<file path="config.mk">
export PLATFORM = sky130hd
export DESIGN_NAME = coproc_insn_handler
export DESIGN_NICKNAME = d
export VERILOG_FILES = /design/src/hw/coproc_pkg.sv /design/src/hw/cond_check.sv /design/src/hw/coproc_addr_gen.sv /design/src/hw/coproc_insn_handler.sv
export SDC_FILE = /design/constraint.sdc
export NUM_CORES = 1
export LEC_CHECK = 0
export BUFFER_PORTS_ARGS = -buffer_cell sky130_fd_sc_hd__buf_4
export CAP_MARGIN = 20
export CORE_MARGIN = 2
export CORE_UTILIZATION = 24
export DETAILED_ROUTE_END_ITERATION = 6
export PLACE_DENSITY = 0.47
export SYNTH_ARGS = -nofsm -noshare
export SYNTH_HDL_FRONTEND = slang
export SYNTH_SLANG_ARGS = --single-unit
export TNS_END_PERCENT = 20
</file>
<file path="constraint.sdc">
create_clock -name clk_i -period 15.31 [get_ports clk_i]
set_input_delay 4.593 -clock clk_i [delete_from_list [all_inputs] [get_ports clk_i]]
set_output_delay 4.593 -clock clk_i [all_outputs]
set_load 0.005 [all_outputs]
</file>
<file path="src/hw/coproc_pkg.sv">
// Shared constants, field layouts and types for coprocessor instruction handling.
`default_nettype none
package coproc_pkg;

    // ------------------------------------------------------------------
    // Register map (byte offsets on the register bus)
    // ------------------------------------------------------------------
    localparam logic [3:0] CTRL_OFS = 4'h0;
    localparam logic [3:0] STAT_OFS = 4'h4;
    localparam logic [3:0] MASK_OFS = 4'h8;
    localparam logic [3:0] ADDR_OFS = 4'hc;

    localparam int unsigned CTRL_XFER_EN_BIT  = 0;
    localparam int unsigned CTRL_LATE_ABT_BIT = 1;
    localparam logic [1:0]  CTRL_RST          = 2'h0;

    // Event bits, identical layout in status and mask.
    localparam int unsigned EV_UNDEF = 0;
    localparam int unsigned EV_ABORT = 1;
    localparam int unsigned EV_COPROC_REGISTER_TRANSFER  = 2;
    localparam int unsigned EV_DONE  = 3;
    localparam int unsigned EV_W     = 4;
    localparam logic [3:0]  EV_RST   = 4'h0;

    // ------------------------------------------------------------------
    // Instruction encoding
    // ------------------------------------------------------------------
    localparam logic [3:0]  CP_OP_CLASS   = 4'he;   // Bits 27:24.
    localparam logic [2:0]  CP_LDST_CLASS = 3'h6;   // Bits 27:25.
    localparam logic [3:0]  CTRL_CP_NUM   = 4'hf;
    localparam logic [3:0]  PC_REG        = 4'hf;
    localparam logic [31:0] PC_AHEAD      = 32'h8;
    localparam logic [31:0] WORD_STEP     = 32'h4;
    localparam int unsigned IMM_SHIFT     = 2;

    // Fields of a coprocessor load or store.
    typedef struct packed {
        logic       pre;
        logic       up;
        logic       len;
        logic       wback;
        logic       load;
        logic [3:0] base_register;
        logic [3:0] coproc_dest_reg;
        logic [3:0] coproc_number_field;
        logic [7:0] imm;
    } ldst_s;

    // Address generator results.
    typedef struct packed {
        logic [31:0] first;
        logic [31:0] new_base;
    } addr_s;

    typedef enum logic {ST_IDLE, ST_XFER} state_e;

endpackage : coproc_pkg
`default_nettype wire

</file>
<file path="src/hw/cond_check.sv">
// Condition field evaluation against the current flags.
`timescale 1ns/1ps
`default_nettype none
module cond_check (
    input  wire logic [3:0] cond_i,
    input  wire logic [3:0] flags_i,
    output logic            pass_o
);

    // ------------------------------------------------------------------
    // Flag split, order N Z C V from bit 3 down.
    // ------------------------------------------------------------------
    wire n_f = flags_i[3];
    wire z_f = flags_i[2];
    wire c_f = flags_i[1];
    wire v_f = flags_i[0];

    // Condition code 4'hf never passes, so such words act as no-ops.
    always_comb begin
        case (cond_i)
            4'h0:    pass_o = z_f;
            4'h1:    pass_o = !z_f;
            4'h2:    pass_o = c_f;
            4'h3:    pass_o = !c_f;
            4'h4:    pass_o = n_f;
            4'h5:    pass_o = !n_f;
            4'h6:    pass_o = v_f;
            4'h7:    pass_o = !v_f;
            4'h8:    pass_o = c_f && !z_f;
            4'h9:    pass_o = !c_f || z_f;
            4'ha:    pass_o = n_f == v_f;
            4'hb:    pass_o = n_f != v_f;
            4'hc:    pass_o = !z_f && (n_f == v_f);
            4'hd:    pass_o = z_f || (n_f != v_f);
            4'he:    pass_o = 1'b1;
            default: pass_o = 1'b0;
        endcase
    end

endmodule : cond_check
`default_nettype wire

</file>
<file path="src/hw/coproc_addr_gen.sv">
// Address generation for coprocessor loads and stores.
`timescale 1ns/1ps
`default_nettype none
module coproc_addr_gen (
    input  wire coproc_pkg::ldst_s f_i,
    input  wire logic [31:0]       base_i,
    input  wire logic [31:0]       pc_i,
    output coproc_pkg::addr_s      a_o
);

    // ------------------------------------------------------------------
    // Base selection and offset arithmetic
    // ------------------------------------------------------------------
    // The program counter reads eight ahead of the current instruction.
    wire is_pc = f_i.base_register == coproc_pkg::PC_REG;
    wire [31:0] base_val = is_pc ? pc_i + coproc_pkg::PC_AHEAD
                                 : base_i; // RULE_15
    // Word offset scaled to bytes; zero-extended, never sign-extended.
    wire [31:0] offs = {22'h0, f_i.imm, 2'h0}; // RULE_10
    wire [31:0] moved = f_i.up ? base_val + offs
                               : base_val - offs; // RULE_10

    // Pre-indexing uses the moved base; low bits pass through unchanged.
    assign a_o.first    = f_i.pre ? moved : base_val; // RULE_11 RULE_14
    assign a_o.new_base = moved;

endmodule : coproc_addr_gen
`default_nettype wire

</file>
<file path="src/hw/coproc_insn_handler.sv">
// Coprocessor instruction classing, trapping and transfer sequencing.
//
// Functional notes
// RULE_01: Only coprocessor 15 register transfers execute.
// RULE_02: All other coprocessor instructions take undefined trap; code runs loads and stores when transfer-enable bit set.
// RULE_03: Failed condition makes the instruction a no-op.
// RULE_04: Data operations never wait nor return results.
// RULE_05: Decode data operations from bits 31:24, 4.
// RULE_06: Coprocessors ignore instructions with other numbers.
// RULE_07: Coprocessor defines data operation on its registers.
// RULE_08: Processor gives addresses; coprocessor sets word count.
// RULE_09: Length bit picks one of two lengths.
// RULE_10: Immediate times four, added or subtracted.
// RULE_11: Pre-index applies offset before first address.
// RULE_12: Write back base only when write-back bit set.
// RULE_13: First word at base, then four up.
// RULE_14: Low two address bits driven unchanged.
// RULE_15: Program counter base reads current plus eight.
// RULE_16: Abort takes data trap, base still written.
// RULE_17: Late-abort bit never changes abort behaviour.
// RULE_18: Coprocessor keeps aborted transfers restartable.
//
// Register access over Wishbone and the register offsets were left to the implementer.
`timescale 1ns/1ps
`default_nettype none
module coproc_insn_handler (
    input  wire logic        clk_i,
    input  wire logic        rst_i,
    // Register bus, classic Wishbone slave.
    input  wire logic        wb_cyc_i,
    input  wire logic        wb_stb_i,
    input  wire logic        wb_we_i,
    input  wire logic [3:0]  wb_adr_i,
    input  wire logic [3:0]  wb_sel_i,
    input  wire logic [31:0] wb_dat_i,
    output logic [31:0]      wb_dat_o,
    output logic             wb_ack_o,
    output logic             irq_o,
    // Instruction issue from the core pipeline.
    input  wire logic        insn_valid_i,
    input  wire logic [31:0] insn_i,
    input  wire logic [3:0]  flags_i,
    input  wire logic [31:0] pc_i,
    input  wire logic [31:0] base_i,
    output logic             insn_ready_o,
    output logic             undef_trap_o,
    output logic             reg_xfer_go_o,
    output logic             abort_trap_o,
    output logic             base_wr_o,
    output logic [3:0]       base_wr_reg_o,
    output logic [31:0]      base_wr_val_o,
    // Data bus towards memory and memory manager.
    output logic             mem_req_o,
    output logic [31:0]      mem_addr_o,
    output logic             mem_we_o,
    output logic             mem_len_o,
    output logic [3:0]       mem_cp_reg_o,
    input  wire logic        mem_ack_i,
    input  wire logic        mem_abort_i,
    input  wire logic        cp_last_i
);

    // ------------------------------------------------------------------
    // Field extraction
    // ------------------------------------------------------------------
    function automatic coproc_pkg::ldst_s ldst_fields(input logic [31:0] w);
        ldst_fields.pre                 = w[24];
        ldst_fields.up                  = w[23];
        ldst_fields.len                 = w[22];
        ldst_fields.wback               = w[21];
        ldst_fields.load                = w[20];
        ldst_fields.base_register       = w[19:16];
        ldst_fields.coproc_dest_reg     = w[15:12];
        ldst_fields.coproc_number_field = w[11:8];
        ldst_fields.imm                 = w[7:0];
    endfunction : ldst_fields

    // ------------------------------------------------------------------
    // Instruction classing
    // ------------------------------------------------------------------
    // Data operation and register transfer share bits 27:24 and differ
    // only in bit 4; nothing else of the word is looked at for them.
    wire cp_op_class = insn_i[27:24] == coproc_pkg::CP_OP_CLASS;
    wire is_data_op  = cp_op_class && !insn_i[4]; // RULE_05
    wire is_reg_xfer = cp_op_class && insn_i[4];
    wire is_ldst     = insn_i[27:25] == coproc_pkg::CP_LDST_CLASS;
    wire to_ctrl_cp  = insn_i[11:8] == coproc_pkg::CTRL_CP_NUM;
    wire is_cp_insn  = is_data_op || is_reg_xfer || is_ldst;

    coproc_pkg::ldst_s fld;
    coproc_pkg::addr_s agen;
    logic              cond_ok;

    assign fld = ldst_fields(insn_i);

    cond_check u_cond (
        .cond_i  (insn_i[31:28]),
        .flags_i (flags_i),
        .pass_o  (cond_ok)
    );

    coproc_addr_gen u_agen (
        .f_i    (fld),
        .base_i (base_i),
        .pc_i   (pc_i),
        .a_o    (agen)
    );

    // ------------------------------------------------------------------
    // Registers and state
    // ------------------------------------------------------------------
    coproc_pkg::state_e state_r;
    coproc_pkg::state_e state_nxt;
    logic [1:0]         ctrl_r;
    logic [3:0]         stat_r;
    logic [3:0]         mask_r;
    logic [31:0]        last_addr_r;
    logic               wb_b_r;
    logic [3:0]         wb_reg_r;
    logic [31:0]        new_base_r;

    // ------------------------------------------------------------------
    // Issue decisions
    // ------------------------------------------------------------------
    assign insn_ready_o = state_r == coproc_pkg::ST_IDLE;

    wire take     = insn_valid_i && insn_ready_o && is_cp_insn;
    // Only a taken instruction whose condition holds has any effect.
    wire live     = take && cond_ok; // RULE_03
    wire xfer_en  = ctrl_r[coproc_pkg::CTRL_XFER_EN_BIT];
    wire do_reg   = live && is_reg_xfer && to_ctrl_cp; // RULE_01
    // Loads and stores run only in the debug transfer mode.
    wire do_ldst  = live && is_ldst && xfer_en;
    // Data operations trap at once: no completion is awaited.
    wire do_undef = live && !do_reg && !do_ldst; // RULE_02 RULE_04
    // Base write-back is refused for the program counter.
    wire wb_ok    = fld.wback && fld.base_register != coproc_pkg::PC_REG;

    // ------------------------------------------------------------------
    // Transfer sequencing
    // ------------------------------------------------------------------
    // The coprocessor decides the length through cp_last_i.
    wire word_ok  = mem_req_o && mem_ack_i && !mem_abort_i;
    wire xfer_end = word_ok && cp_last_i; // RULE_08
    // Late-abort control is never consulted on this path.
    wire xfer_abt = mem_req_o && mem_abort_i; // RULE_17
    wire finish   = xfer_end || xfer_abt;

    always_comb begin
        state_nxt = state_r;
        case (state_r)
            coproc_pkg::ST_IDLE: begin
                if (do_ldst) begin
                    state_nxt = coproc_pkg::ST_XFER;
                end
            end
            coproc_pkg::ST_XFER: begin
                if (finish) begin
                    state_nxt = coproc_pkg::ST_IDLE;
                end
            end
            default: state_nxt = coproc_pkg::ST_IDLE;
        endcase
    end

    always_ff @(posedge clk_i) begin
        if (rst_i) begin
            state_r <= coproc_pkg::ST_IDLE;
        end else begin
            state_r <= state_nxt;
        end
    end

    // Memory request: first address from the generator, then one word up.
    always_ff @(posedge clk_i) begin
        if (rst_i) begin
            mem_req_o    <= 1'b0;
            mem_addr_o   <= 32'h0;
            mem_we_o     <= 1'b0;
            mem_len_o    <= 1'b0;
            mem_cp_reg_o <= 4'h0;
        end else if (do_ldst) begin
            mem_req_o    <= 1'b1;
            mem_addr_o   <= agen.first; // RULE_13 RULE_14
            mem_we_o     <= !fld.load;
            mem_len_o    <= fld.len;
            mem_cp_reg_o <= fld.coproc_dest_reg;
        end else if (finish) begin
            mem_req_o    <= 1'b0;
        end else if (word_ok) begin
            mem_addr_o   <= mem_addr_o + coproc_pkg::WORD_STEP; // RULE_13
        end
    end

    // Base write-back is held until the transfer ends or aborts.
    always_ff @(posedge clk_i) begin
        if (rst_i) begin
            wb_b_r     <= 1'b0;
            wb_reg_r   <= 4'h0;
            new_base_r <= 32'h0;
        end else if (do_ldst) begin
            wb_b_r     <= wb_ok; // RULE_12 RULE_15
            wb_reg_r   <= fld.base_register;
            new_base_r <= agen.new_base;
        end
    end

    // Result pulses, each one cycle wide.
    always_ff @(posedge clk_i) begin
        if (rst_i) begin
            undef_trap_o  <= 1'b0;
            reg_xfer_go_o <= 1'b0;
            abort_trap_o  <= 1'b0;
            base_wr_o     <= 1'b0;
        end else begin
            undef_trap_o  <= do_undef; // RULE_02
            reg_xfer_go_o <= do_reg; // RULE_01
            abort_trap_o  <= xfer_abt; // RULE_16
            base_wr_o     <= finish && wb_b_r; // RULE_12 RULE_16
        end
    end

    always_ff @(posedge clk_i) begin
        if (rst_i) begin
            base_wr_reg_o <= 4'h0;
            base_wr_val_o <= 32'h0;
        end else if (finish) begin
            base_wr_reg_o <= wb_reg_r;
            base_wr_val_o <= new_base_r;
        end
    end

    // ------------------------------------------------------------------
    // Register bus decode
    // ------------------------------------------------------------------
    wire       bus_req  = wb_cyc_i && wb_stb_i && !wb_ack_o;
    wire       bus_wr   = bus_req && wb_we_i;
    wire       sel_ctrl = wb_adr_i == coproc_pkg::CTRL_OFS;
    wire       sel_stat = wb_adr_i == coproc_pkg::STAT_OFS;
    wire       sel_mask = wb_adr_i == coproc_pkg::MASK_OFS;
    wire       sel_addr = wb_adr_i == coproc_pkg::ADDR_OFS;
    // All writable fields sit in byte lane 0.
    wire       lane0    = wb_sel_i[0];
    wire [3:0] ev_set   = {xfer_end, do_reg, xfer_abt, do_undef};
    wire [3:0] ev_clr   = (bus_wr && sel_stat && lane0) ? wb_dat_i[3:0]
                                                        : 4'h0;

    wire [31:0] rd_mux = sel_ctrl ? {30'h0, ctrl_r}
                       : sel_stat ? {28'h0, stat_r}
                       : sel_mask ? {28'h0, mask_r}
                       : sel_addr ? last_addr_r
                       : 32'h0;

    // Answer one cycle after the strobe; unmapped reads return zero.
    always_ff @(posedge clk_i) begin
        if (rst_i) begin
            wb_ack_o <= 1'b0;
            wb_dat_o <= 32'h0;
        end else begin
            wb_ack_o <= bus_req;
            wb_dat_o <= rd_mux;
        end
    end

    always_ff @(posedge clk_i) begin
        if (rst_i) begin
            ctrl_r <= coproc_pkg::CTRL_RST;
            mask_r <= coproc_pkg::EV_RST;
        end else if (bus_wr && lane0) begin
            if (sel_ctrl) begin
                ctrl_r <= wb_dat_i[1:0];
            end
            if (sel_mask) begin
                mask_r <= wb_dat_i[3:0];
            end
        end
    end

    // Sticky events: a new event in the clear cycle survives the clear.
    always_ff @(posedge clk_i) begin
        if (rst_i) begin
            stat_r <= coproc_pkg::EV_RST;
        end else begin
            stat_r <= (stat_r & ~ev_clr) | ev_set;
        end
    end

    // Last address presented on the data bus, for the abort handler.
    always_ff @(posedge clk_i) begin
        if (rst_i) begin
            last_addr_r <= 32'h0;
        end else if (mem_req_o) begin
            last_addr_r <= mem_addr_o;
        end
    end

    assign irq_o = |(stat_r & mask_r);

endmodule : coproc_insn_handler
`default_nettype wire

</file>
Yosys cells after proc, flatten, opt, wreduce, memory -nomap -nowiden
Index checks and enable logic that the tools add are counted.
{"block": "totals", "ff_bits": 192, "latchBits": 0, "ram_bits": 0, "rom_bits": 0, "in_bits": 149, "output_inout_bits": 114, "wordCells": 125, "memories": 0}
{"block": "op_classes", "add_sub_neg": 4, "multipliers": 0, "div_mod_pow": 0, "n_lt_le_gt_ge": 0, "eq_ne": 25, "shifts": 0, "n_mux": 17, "n_bitwise": 6, "n_reduce_logical": 50}
{"op": "32-bit 2-to-1 mux", "count": 6}
{"op": "4-bit equality test (second input constant)", "count": 12}
{"op": "32-bit by 10-bit adder with 32-bit output", "count": 1}
{"op": "32-bit by 3-bit adder with 32-bit output (second input constant)", "count": 1}
{"op": "32-bit by 4-bit adder with 32-bit output (second input constant)", "count": 1}
{"op": "32-bit by 10-bit subtractor with 32-bit output", "count": 1}
{"op": "1-bit logical AND", "count": 25}
{"op": "4-bit by 3-bit equality test with 1-bit output (second input constant)", "count": 5}
{"op": "4-bit 2-to-1 mux", "count": 4}
{"op": "1-bit one-hot mux with 15 select lines", "count": 1}
{"op": "1-bit zero test", "count": 10}
{"op": "4-bit bitwise AND", "count": 2}
{"op": "4-bit by 2-bit equality test with 1-bit output (second input constant)", "count": 2}
{"op": "4-bit zero test", "count": 2}
{"op": "2-bit AND reduction", "count": 3}
{"op": "1-bit logical OR", "count": 5}
{"op": "5-bit OR reduction", "count": 1}
{"op": "4-bit by 1-bit equality test with 1-bit output (second input constant)", "count": 1}
{"op": "1-bit 2-to-1 mux", "count": 4}
{"op": "4-bit != test (second input constant)", "count": 1}
{"op": "4-bit NOT", "count": 1}
{"op": "4-bit OR", "count": 1}
{"op": "2-bit nonzero test", "count": 2}
{"op": "4-bit OR reduction", "count": 1}
{"op": "8 further kinds", "count": 9}

Longest topological paths before layout
Gate-level depths: netlist of run 1.
{"block": "depth", "ltp_word": 12, "depth_mapped": 19, "mapped_depth_nobuf": 18}

Cells and area by module
From an unflattened synthesis of run 1, not the netlist that was laid out.
{"block": "hier_totals", "hier_cells": 1295, "hier_area_um2": 10467.5}
{"module": "coproc_insn_handler", "instances": 1, "cells_per_inst": 797, "area_each_um2": 7094.3, "seq_area_each_um2": 3843.7}
{"module": "coproc_addr_gen", "instances": 1, "cells_per_inst": 470, "area_each_um2": 3179.3, "seq_area_each_um2": 0.0}
{"module": "cond_check", "instances": 1, "cells_per_inst": 28, "area_each_um2": 193.9, "seq_area_each_um2": 0.0}

Least setup slack after synthesis of run 1
No wires, ideal clock.
{"block": "synth_path", "path_type": "in2reg", "startpoint": "input port insn_i[18]", "endpoint": "register mem_addr_o[24]", "setup_time_ns": 0.133, "arrival_ns": 7.868, "t_required_ns": 15.177, "setup_slack_ns": 7.308, "path_stages": 14, "path_buffers": 1, "cell_sequence": "nand4_1 > clkbuf_1 > mux2_2 > ha_1 > fa_1 > a21o_1 > a41oi_2 > nand2_1 > a211o_1 > a41o_1 > a31o_1 > a311oi_2 > xor2_1 > a21oi_1"}
{"block": "synth_via", "elab_chain_len": 6, "word_cells_on_any_way": 7, "cone_classes": "2 x add/sub; 1 x eq/ne; 4 x mux"}
{"item": "from (decl)", "line_no": "coproc_insn_handler.sv:41", "source": "input wire logic [31:0] insn_i,"}
{"item": "4-bit equality test *", "line_no": "coproc_addr_gen.sv:15", "source": "wire is_pc = f_i.base_register == coproc_pkg::PC_REG;"}
{"item": "32-bit 2-to-1 mux *", "line_no": "coproc_addr_gen.sv:16", "source": "wire [31:0] base_val = is_pc ? pc_i + coproc_pkg::PC_AHEAD"}
{"item": "32-bit by 10-bit subtractor with 32-bit output or 32-bit by 10-bit adder with 32-bit output (tied branches)", "line_no": "coproc_addr_gen.sv:21, coproc_addr_gen.sv:20"}
{"item": "32-bit 2-to-1 mux", "line_no": "coproc_addr_gen.sv:20", "source": "wire [31:0] moved = f_i.up ? base_val + offs"}
{"item": "32-bit 2-to-1 mux *", "line_no": "coproc_addr_gen.sv:24", "source": "assign a_o.first = f_i.pre ? moved : base_val;"}
{"item": "32-bit 2-to-1 mux *", "line_no": "coproc_insn_handler.sv:182", "source": "end else if (do_ldst) begin"}
{"item": "to (signal assigned)", "line_no": "coproc_insn_handler.sv:184", "source": "mem_addr_o <= agen.first;"}
{"item": "to (signal assigned)", "line_no": "coproc_insn_handler.sv:191", "source": "mem_addr_o <= mem_addr_o + coproc_pkg::WORD_STEP;"}
{"item": "to (decl)", "line_no": "coproc_insn_handler.sv:54", "source": "output logic [31:0] mem_addr_o,"}
Every way passes the cells marked *; elsewhere a longest branch is shown, timed or not.
A chain may end at the register's enable or synchronous reset.

Worst setup path after layout of run 1
Ends and elaborated chain as after synthesis.

==> flow_summary.yaml, run 1 <==
synth:
  netlist_area_mm2: 0.009997
  synth_edf_count: 0
  postSynthCellCount: 1227
  ys_seq_area_share_pct: 38.45
  synth_mux_area_share_pct: 6.996
  synthAdderAreaFrac_pct: 4.330
  ys_warn_count: 0
  synthSimpleGateAreaFrac_pct: 23.03
  synth_xor_area_share_pct: 7.797
  synth_top_area_share_pct: 38.45
  synth_compound_area_share_pct: 16.35
  synthArstFlopShare_pct: 0
  synth_cell_type_count: 69
  ys_ff_latch: 192
  synth_area_leaders: "dfxtp_1 (38%), nand2_1 (9.1%), a21oi_1 (6.1%), mux2i_1 (5.3%), xor2_1 (4.3%)"
  yosysTopAreaCell: "dfxtp_1"
  syn-num-nets: 1410
  synth_top_family_by_area: "simple AND/OR/NAND/NOR gates"
  synth_flop_cell: "dfxtp_1"
  avgSynthCellArea_um2: 8.148
grt:
  antenna_found_initial: 0
  grt_usage_pct: 16.00
  grt_max_degree: 90
  grt_first_pass_wirelength_um: 52720
  grt.overflow.total: 0
  grt_pass1_vias: 8658
clock_network:
  cts.sinks: 192
  cts.clk_slew.worst_paths_ns: 0.08
  cts_resized: 0
  clockBufferDepth: 2
  clock_latency_ns: 0.45
  ctsHtreeMaxLevel: 4
  cts_buffers: 17
  cts_root_buffer: "clkbuf_16"
  cts_tree: "yes"
  hold_buffers: 0
  cts_setup_buffers: 0
job:
  cap_violations: 0
critical_path:
  required_ns: 15.63
  crit_path_top_delay_cell: "buf_4"
  reg2reg_from: "mem_req_o$_SDFFE_PP0P_"
  endpoint_kind: "flip-flop"
  crit_arrival_ns: 8.82
  r2r-end: "mem_addr_o[29]$_SDFFE_PP0P_"
  start_kind: "input port"
  critPathMaxStageDelay_ns: 0.52
  crit_fanout: 61
  path_common_cell: "buf_4"
  r2r_cells: 10
  r2r_slack_ns: 12.15
  path_cells: "buf_4, nand4_1, buf_4, mux2_2, ha_1, fa_1, a21o_1, a41oi_2, nand2_1, a211o_1, a41o_1, a31o_1, a311oi_2, xor2_1, a21oi_1"
  crit_type: "in -> reg"
floorplanning:
  io_pins: 263
  fp.dieW_um: 208.1
  dieArea_mm2: 0.04330
  fp.coreArea_mm2: 0.04102
  std_cell_rows: 74
  die_h_um: 208.1
  initial_core_util_pct: 24.37
sta:
  setup_slack_ns: 6.809
  fin_crit_ns: 8.501
  min_period_over_period_pct: 55.53
  worst_clock_skew_ns: 0.01220
  finalSetupViolCount: 0
  tightest_slew_ns: 1.025
  max_freq_mhz: 117.6
  finalHoldViolations: 0
  slew_headroom_pct: 31.68
  finalSetupTns_ns: 0
  slew_violations: 0
  rsz0062_at_grt: "no"
placed_design:
  gp_congestion: 0.8548
  io_buffers: 231
  pre_cts_slack_ns: 6.361
  dp_hpwl_um: 26690
  placed_area_mm2: 0.01223
finish:
  fin_area_mm2: 0.01281
  multiInputGateArea_mm2: 0.005857
  diodes: 0
  nets: 1607
  final_common_cell: "nand2_1"
  seq_area_mm2: 0.003845
  area_growth_pct: 28.19
  final_cell_mix: "nand2_1 (243), buf_4 (242), dfxtp_1 (191), a21oi_1 (122), nor2_1 (102)"
  layout-drive-gt1-share_pct: 21.16
  fillers: 4398
route:
  dr.first_iter.drc_count: 472
  via_per_inst: 4.679
  remaining_drc_errors: 0
  dr.pass1.iters: 5
  wl_um: 35240
  ant_nets: 0
  vias: 9212
  wl_per_cell_um: 17.90
min_path:
  hold_class: "reg -> reg"
  min-delay-start: "wb_ack_o$_SDFF_PP0_"
  hold_end: "wb_ack_o$_SDFF_PP0_"
  min_path_cells: 1
power_and_ir_drop:
  p_per_area_mw_per_mm2: 88.13
  peakVddDrop_v: 0.00005963
  p_leak_uw: 0.005204
run_status:
  status: "complete, no violations"
==> sequential cells by signal, indices dropped and copies added (netlist names), 2 cells and up <==
signal	cells
wb_reg_r	4
base_wr_reg_o	4
mem_cp_reg_o	4
ctrl_r	2
base_wr_val_o	32
mask_r	4
mem_addr_o	32
stat_r	4
last_addr_r	32
wb_dat_o	32
new_base_r	32
==> routing by layer <==
metal / vias to the layer above / part of all wire [%] / wire, um / GRT usage, %
met1: 4329 / 48 / 16920 / 21.39
met3: 27 / 3.6 / 1269 / 3.019
met5: - / 0 / 0 / 0
li1: 4645 / - / - / -
met4: 0 / 2.2 / 771 / 5.309
met2: 211 / 46 / 16280 / 25.90
==> cells by family (layout without fill, tap and decap cells) <==
group	after synthesis	in the layout
simple gates	501	501
compound gates	268	268
flops	192	192
xor+xnor	89	89
buf+inv	77	287
mux	66	66
fa+ha+maj	34	34
==> Yosys cell counts (2+ instances only) <==
library cell,n
clkbuf_1,48
nor2_1,102
nor2b_1,7
o221ai_1,4
o21a_1,7
buf_1,5
a22oi_1,4
a211oi_1,16
o21ai_0,38
nor3b_1,5
a21o_1,20
nand3_1,27
a31oi_1,10
and4_1,7
a311oi_2,2
a311oi_1,3
and2_1,35
a31o_1,2
mux2i_1,53
a31o_2,2
mux2_2,10
dfxtp_1,192
nor3_1,12
o21bai_1,4
o211ai_1,2
o311ai_1,2
a41oi_1,2
mux4_2,2
buf_2,10
o22ai_1,2
o31ai_1,3
nand2b_1,9
ha_1,33
a21oi_1,122
a211o_1,2
xor2_1,49
or3_1,2
o21ai_1,9
inv_1,12
a221oi_1,4
and3_1,19
nand2_1,243
xnor2_1,40
nand4_1,20
==> critical path, delay by kind of cell <==
kind / cells / cell delay [ns]
compound gates: 7 / 1.76
simple gates: 2 / 0.29
mux: 1 / 0.47
fa+ha+maj: 2 / 0.64
buf+inv: 2 / 0.63
xor+xnor: 1 / 0.39
==> worst max path at each step <==
stage	from	end	cells past startpoint
after global placement	insn_i[18]	mem_addr_o[24]$_SDFFE_PP0P_	15
after CTS	insn_i[18]	mem_addr_o[24]$_SDFFE_PP0P_	15
after detailed placement	insn_i[18]	mem_addr_o[24]$_SDFFE_PP0P_	15
after global routing	insn_i[18]	mem_addr_o[24]$_SDFFE_PP0P_	15
after floorplan	insn_i[18]	mem_addr_o[24]$_SDFFE_PP0P_	14
final	insn_i[18]	mem_addr_o[24]$_SDFFE_PP0P_	15
==> layout make-up <==
type / count / area share [%]
clock buffers: 18 / 3.427
clock inverters: 14 / 1.113
inverters: 13 / 0.3808
multi-input cells: 958 / 45.70
flip-flops and latches: 192 / 30.00
well taps: 532 / 5.194
repair buffers: 242 / 14.18
==> metrics by stage <==
stage	power (uW)	utilization (%)	hold WS [ns]	cells
2_1_floorplan	619.1	-	0.4274	1227
3_3_place_gp	695.3	29.82	0.4373	1937
5_1_grt	1183	31.24	0.4661	1969
6_report	1129	31.24	0.4507	1969
4_1_cts	1145	31.24	0.4540	1969
3_5_place_dp	693.9	29.82	0.4380	1937
==> report_power, final <==
part	total, uW	switching [uW]	internal (uW)
Clock	446	225	221
Combinational	184	113	71.4
Sequential	499	0.188	499
Power figures use the tool's default switching activity.
==> run 2, diff against run 1 <==
--- a/config.mk
+++ b/config.mk
@@ -10,7 +10,7 @@
 export CORE_MARGIN = 2
 export CORE_UTILIZATION = 24
 export DETAILED_ROUTE_END_ITERATION = 6
-export PLACE_DENSITY = 0.47
+export PLACE_DENSITY = 0.48
 export SYNTH_ARGS = -nofsm -noshare
 export SYNTH_HDL_FRONTEND = slang
 export SYNTH_SLANG_ARGS = --single-unit
==> constraint.sdc (replaced) <==
create_clock -name clk_i -period 7.49 [get_ports clk_i]
set_input_delay 2.247 -clock clk_i [delete_from_list [all_inputs] [get_ports clk_i]]
set_output_delay 2.247 -clock clk_i [all_outputs]
set_load 0.005 [all_outputs]
==> flow_summary.yaml, run 2 (synthesis gave the netlist of run 1 again) <==
critical_path:
  path_common_cell: "buf_4"
  crit_type: "in -> reg"
  critPathMaxStageDelay_ns: 0.51
  r2r-end: "mem_addr_o[29]$_SDFFE_PP0P_"
  crit_path_top_delay_cell: "buf_4"
  r2r_slack_ns: 4.32
  path_cells: "buf_4, nand4_1, buf_4, mux2_2, ha_1, fa_1, a21o_1, a41oi_2, nand2_1, a211o_1, a41o_1, a31o_1, a311oi_2, xor2_1, a21oi_1"
  crit_fanout: 58
  critPathLaunch: "insn_i[18]"
  crit_arrival_ns: 6.67
  r2r_cells: 10
  endpoint_kind: "flip-flop"
  required_ns: 7.81
  reg2reg_from: "mem_req_o$_SDFFE_PP0P_"
  start_kind: "input port"
clock_network:
  ctsHtreeMaxLevel: 4
  cts_buffers: 17
  cts_resized: 0
  cts.sinks: 192
  cts_setup_buffers: 0
  clockBufferDepth: 2
  clock_latency_ns: 0.45
  cts_tree: "yes"
  cts_root_buffer: "clkbuf_16"
  cts.clk_slew.worst_paths_ns: 0.08
  hold_buffers: 0
sta:
  fin_crit_ns: 6.350
  min_period_over_period_pct: 84.77
  slew_headroom_pct: 35.31
  worst_clock_skew_ns: 0.01325
  max_freq_mhz: 157.5
  fin_hold_ws_ns: 0.4550
  tightest_slew_ns: 0.9658
  finalHoldViolations: 0
  rsz0062_at_grt: "no"
  setup_slack_ns: 1.140
  slew_violations: 0
  finalSetupTns_ns: 0
  finalSetupViolCount: 0
grt:
  grt_first_pass_wirelength_um: 52830
  grt_pass1_vias: 8656
  grt.overflow.total: 0
  antenna_found_initial: 0
  grt_max_degree: 85
  grt_usage_pct: 15.90
finish:
  layout-drive-gt1-share_pct: 21.17
  diodes: 0
  stdcell_count: 1968
  fin_area_mm2: 0.01288
  area_growth_pct: 28.80
  nets: 1606
  final_common_cell: "nand2_1"
  final_cell_mix: "nand2_1 (242), buf_4 (240), dfxtp_1 (191), a21oi_1 (122), nor2_1 (102)"
power_and_ir_drop:
  peakVddDrop_v: 0.0001558
  p_leak_uw: 0.005218
  p_per_area_mw_per_mm2: 183.1
route:
  dr.pass1.iters: 5
  wl_um: 34900
  ant_nets: 0
  via_per_inst: 4.703
  wl_per_cell_um: 17.73
  remaining_drc_errors: 0
  vias: 9255
  dr.first_iter.drc_count: 489
floorplanning:
  initial_core_util_pct: 24.37
  fp.coreArea_mm2: 0.04102
  std_cell_rows: 74
  fp.dieW_um: 208.1
  io_pins: 263
  die_h_um: 208.1
  dieArea_mm2: 0.04330
placed_design:
  io_buffers: 231
  pre_cts_slack_ns: 0.6736
  placed_area_mm2: 0.01224
  dp_hpwl_um: 26700
  gp_congestion: 0.8563
  dp_cells: 1936
min_path:
  hold_end: "base_wr_val_o[30]$_SDFFE_PP0N_"
  min-delay-start: "base_wr_val_o[30]$_SDFFE_PP0N_"
  min_path_cells: 2
  hold_class: "reg -> reg"
job:
  cap_violations: 0
run_status:
  status: "complete, no violations"
-- run 2: worst max-delay path: cells and delay by family --
kind	cells	cell delay (ns)
XOR/XNOR	1	0.43
adder cells (fa/ha/maj)	2	0.64
AO/OA/AOI/OAI	7	1.77
AND/OR/NAND/NOR	2	0.45
buffers and inverters	2	0.62
multiplexers	1	0.46
-- run 2: worst max-delay path by stage --
stage	end	slack, ns	cells after the start
finish	mem_addr_o[24]$_SDFFE_PP0P_	1.14	15
global route	mem_addr_o[24]$_SDFFE_PP0P_	0.95	15
CTS	mem_addr_o[24]$_SDFFE_PP0P_	1.17	15
detailed placement	mem_addr_o[24]$_SDFFE_PP0P_	0.67	15
global placement	mem_addr_o[24]$_SDFFE_PP0P_	0.70	15
floorplan	mem_addr_o[24]$_SDFFE_PP0P_	1.83	14
-- run 2: layout make-up --
type / count / area, um^2
Timing Repair Buffer: 241 / 1822
Clock inverter: 15 / 210.2
Inverter: 13 / 48.80
Fill cell: 4439 / 28140
Tap cell: 532 / 665.6
Sequential cell: 192 / 3845
Clock buffer: 17 / 425.4
Multi-Input combinational cell: 958 / 5859
-- run 2: per-stage QoR --
step                power [uW]  utilization, %
finish                    2357           31.39
global route              2476           31.39
CTS                       2394           31.39
detailed placement        1417           29.84
global placement          1419           29.84
floorplan                 1265               -
-- run 2: report_power, final --
group	leakage [uW]	switching, uW	total [uW]	internal (uW)
logic	0.00336	228	374	146
registers	0.00155	0.410	1020	1020
clock network	0.000307	495	963	468
total	0.00522	724	2360	1630
-- run 2: metal layers --
metal,vias to the layer above,track usage (%),routed length [um]
met3,37,3.306,1635
met5,-,0,0
li1,4635,-,-
met4,0,5.631,887
met2,244,25.34,16080
met1,4339,21.23,16300
==> run 3, diff against run 2 <==
--- a/config.mk
+++ b/config.mk
@@ -10,7 +10,7 @@
 export CORE_MARGIN = 2
 export CORE_UTILIZATION = 24
 export DETAILED_ROUTE_END_ITERATION = 6
-export PLACE_DENSITY = 0.48
+export PLACE_DENSITY = 0.47
 export SYNTH_ARGS = -nofsm -noshare
 export SYNTH_HDL_FRONTEND = slang
 export SYNTH_SLANG_ARGS = --single-unit
==> constraint.sdc (replaced) <==
create_clock -name clk_i -period 6.4 [get_ports clk_i]
set_input_delay 1.92 -clock clk_i [delete_from_list [all_inputs] [get_ports clk_i]]
set_output_delay 1.92 -clock clk_i [all_outputs]
set_load 0.005 [all_outputs]
==> flow_summary.yaml, run 3 (synthesis gave the netlist of run 1 again) <==
run_status:
  status: "complete, no violations"
sta:
  slew_headroom_pct: 41.53
  min_period_over_period_pct: 86.84
  fin_hold_ws_ns: 0.4462
  tightest_slew_ns: 0.8730
  rsz0062_at_grt: "no"
  worst_clock_skew_ns: 0.01835
  max_freq_mhz: 179.9
  fin_crit_ns: 5.557
  slew_violations: 0
  finalHoldViolations: 0
  finalSetupTns_ns: 0
  setup_slack_ns: 0.8425
  finalSetupViolCount: 0
clock_network:
  clockBufferDepth: 2
  cts.clk_slew.worst_paths_ns: 0.09
  cts_setup_buffers: 0
  cts_root_buffer: "clkbuf_16"
  cts_tree: "yes"
  cts.sinks: 192
  cts_resized: 0
  ctsHtreeMaxLevel: 4
  cts_buffers: 17
  clock_latency_ns: 0.47
  hold_buffers: 0
floorplanning:
  dieArea_mm2: 0.04330
  io_pins: 263
  initial_core_util_pct: 24.37
  std_cell_rows: 74
  fp.dieW_um: 208.1
  die_h_um: 208.1
  fp.coreArea_mm2: 0.04102
power_and_ir_drop:
  swShare_pct: 29.89
  combPwrFrac_pct: 16.4
  switching_power_uw: 804.4
  p_per_area_mw_per_mm2: 209.3
  p_leak_uw: 0.005225
  peakVddDrop_v: 0.0001866
  clkPwrFrac_pct: 39.2
  seqPwrFrac_pct: 44.4
  internal-power_uw: 1887
placed_design:
  placed_area_mm2: 0.01229
  dp_hpwl_um: 27180
  gp_congestion: 0.8535
  pre_cts_slack_ns: 0.3918
  io_buffers: 231
job:
  cap_violations: 0
min_path:
  min-delay-start: "wb_ack_o$_SDFF_PP0_"
  hold_class: "reg -> reg"
route:
  wl_per_cell_um: 17.85
  dr.pass1.iters: 5
  ant_nets: 0
  dr.first_iter.drc_count: 426
  remaining_drc_errors: 0
  via_per_inst: 4.712
  vias: 9306
  wl_um: 35250
finish:
  area_growth_pct: 28.62
  layout-drive-gt1-share_pct: 21.48
  nets: 1613
  fillers: 4396
  final_cell_mix: "buf_4 (247), nand2_1 (242), dfxtp_1 (191), a21oi_1 (122), nor2_1 (102)"
  diodes: 0
  fin_area_mm2: 0.01286
  final_common_cell: "buf_4"
grt:
  grt_max_degree: 69
  grt.overflow.total: 0
  grt_first_pass_wirelength_um: 53340
  grt_pass1_vias: 8970
  antenna_found_initial: 0
  grt_usage_pct: 16.17
critical_path:
  critPathLaunch: "insn_i[18]"
  endpoint_kind: "flip-flop"
  crit_path_top_delay_cell: "fa_1"
  path_cells: "buf_4, nand4_1, buf_4, buf_4, o21ai_0, fa_1, a21o_1, a41oi_2, nand2_1, a211o_1, a41o_1, a31o_1, a311oi_2, xor2_1, a21oi_1"
  path_common_cell: "buf_4"
  start_kind: "input port"
  crit_type: "in -> reg"
  critPathMaxStageDelay_ns: 0.53
  crit_fanout: 21
  reg2reg_from: "mem_req_o$_SDFFE_PP0P_"
  required_ns: 6.73
  crit_arrival_ns: 5.89
-- run 3: cell types whose count changed in the layout (fill, tap and decap cells not counted), sizes merged --
cell      delta
buf          +7
clkbuf       +1
inv          +1
clkinvlp     +1
clkinv       -3
-- run 3: worst paths after layout --
kind,endpoint,slack (ns),cells past startpoint
hold reg to reg,wb_ack_o$_SDFF_PP0_,0.45,1
setup reg to reg,mem_addr_o[29]$_SDFFE_PP0P_,3.20,10
hold / removal,wb_ack_o$_SDFF_PP0_,0.45,1
setup / recovery,mem_addr_o[24]$_SDFFE_PP0P_,0.84,15
-- run 3: stage by stage --
stage	cells	total power [uW]	utilization, %
2_1_floorplan	1227	1481	-
3_3_place_gp	1943	1665	29.97
3_5_place_dp	1943	1665	29.97
4_1_cts	1975	2731	31.35
5_1_grt	1975	2816	31.35
6_report	1975	2691	31.35
-- run 3: cell type report --
| cell class | count | area (um^2) | share of cell area, % |
|---|---|---|---|
| Clock buffer | 18 | 429.2 | 3.338 |
| Sequential cell | 192 | 3845 | 29.90 |
| Tap cell | 532 | 665.6 | 5.177 |
| Inverter | 13 | 48.80 | 0.3795 |
| Multi-Input combinational cell | 958 | 5859 | 45.57 |
| Timing Repair Buffer | 248 | 1874 | 14.58 |
| Clock inverter | 14 | 136.4 | 1.061 |
-- run 3: power groups by stage --
stage,Clock [uW],Combinational (uW),Sequential (uW)
6_report,1050,442,1190
5_1_grt,1140,485,1190
4_1_cts,1090,444,1190
3_5_place_dp,0,442,1220
3_3_place_gp,0,443,1220
2_1_floorplan,0,258,1220
-- run 3: worst max-delay path: cells and delay by family --
family                     cells  cell delay (ns)
AOI/OAI and AO/OA              8             2.05
buffers and inverters          3             0.63
adders and majority gates      1             0.53
xor gates and xnor gates       1             0.41
and+or+nand+nor                2             0.32
-- run 3: layer usage --
metal	track usage [%]	routed length, um
met3	3.079	1663
met4	5.904	891
met5	0	0
met2	26.08	16250
met1	21.47	16440
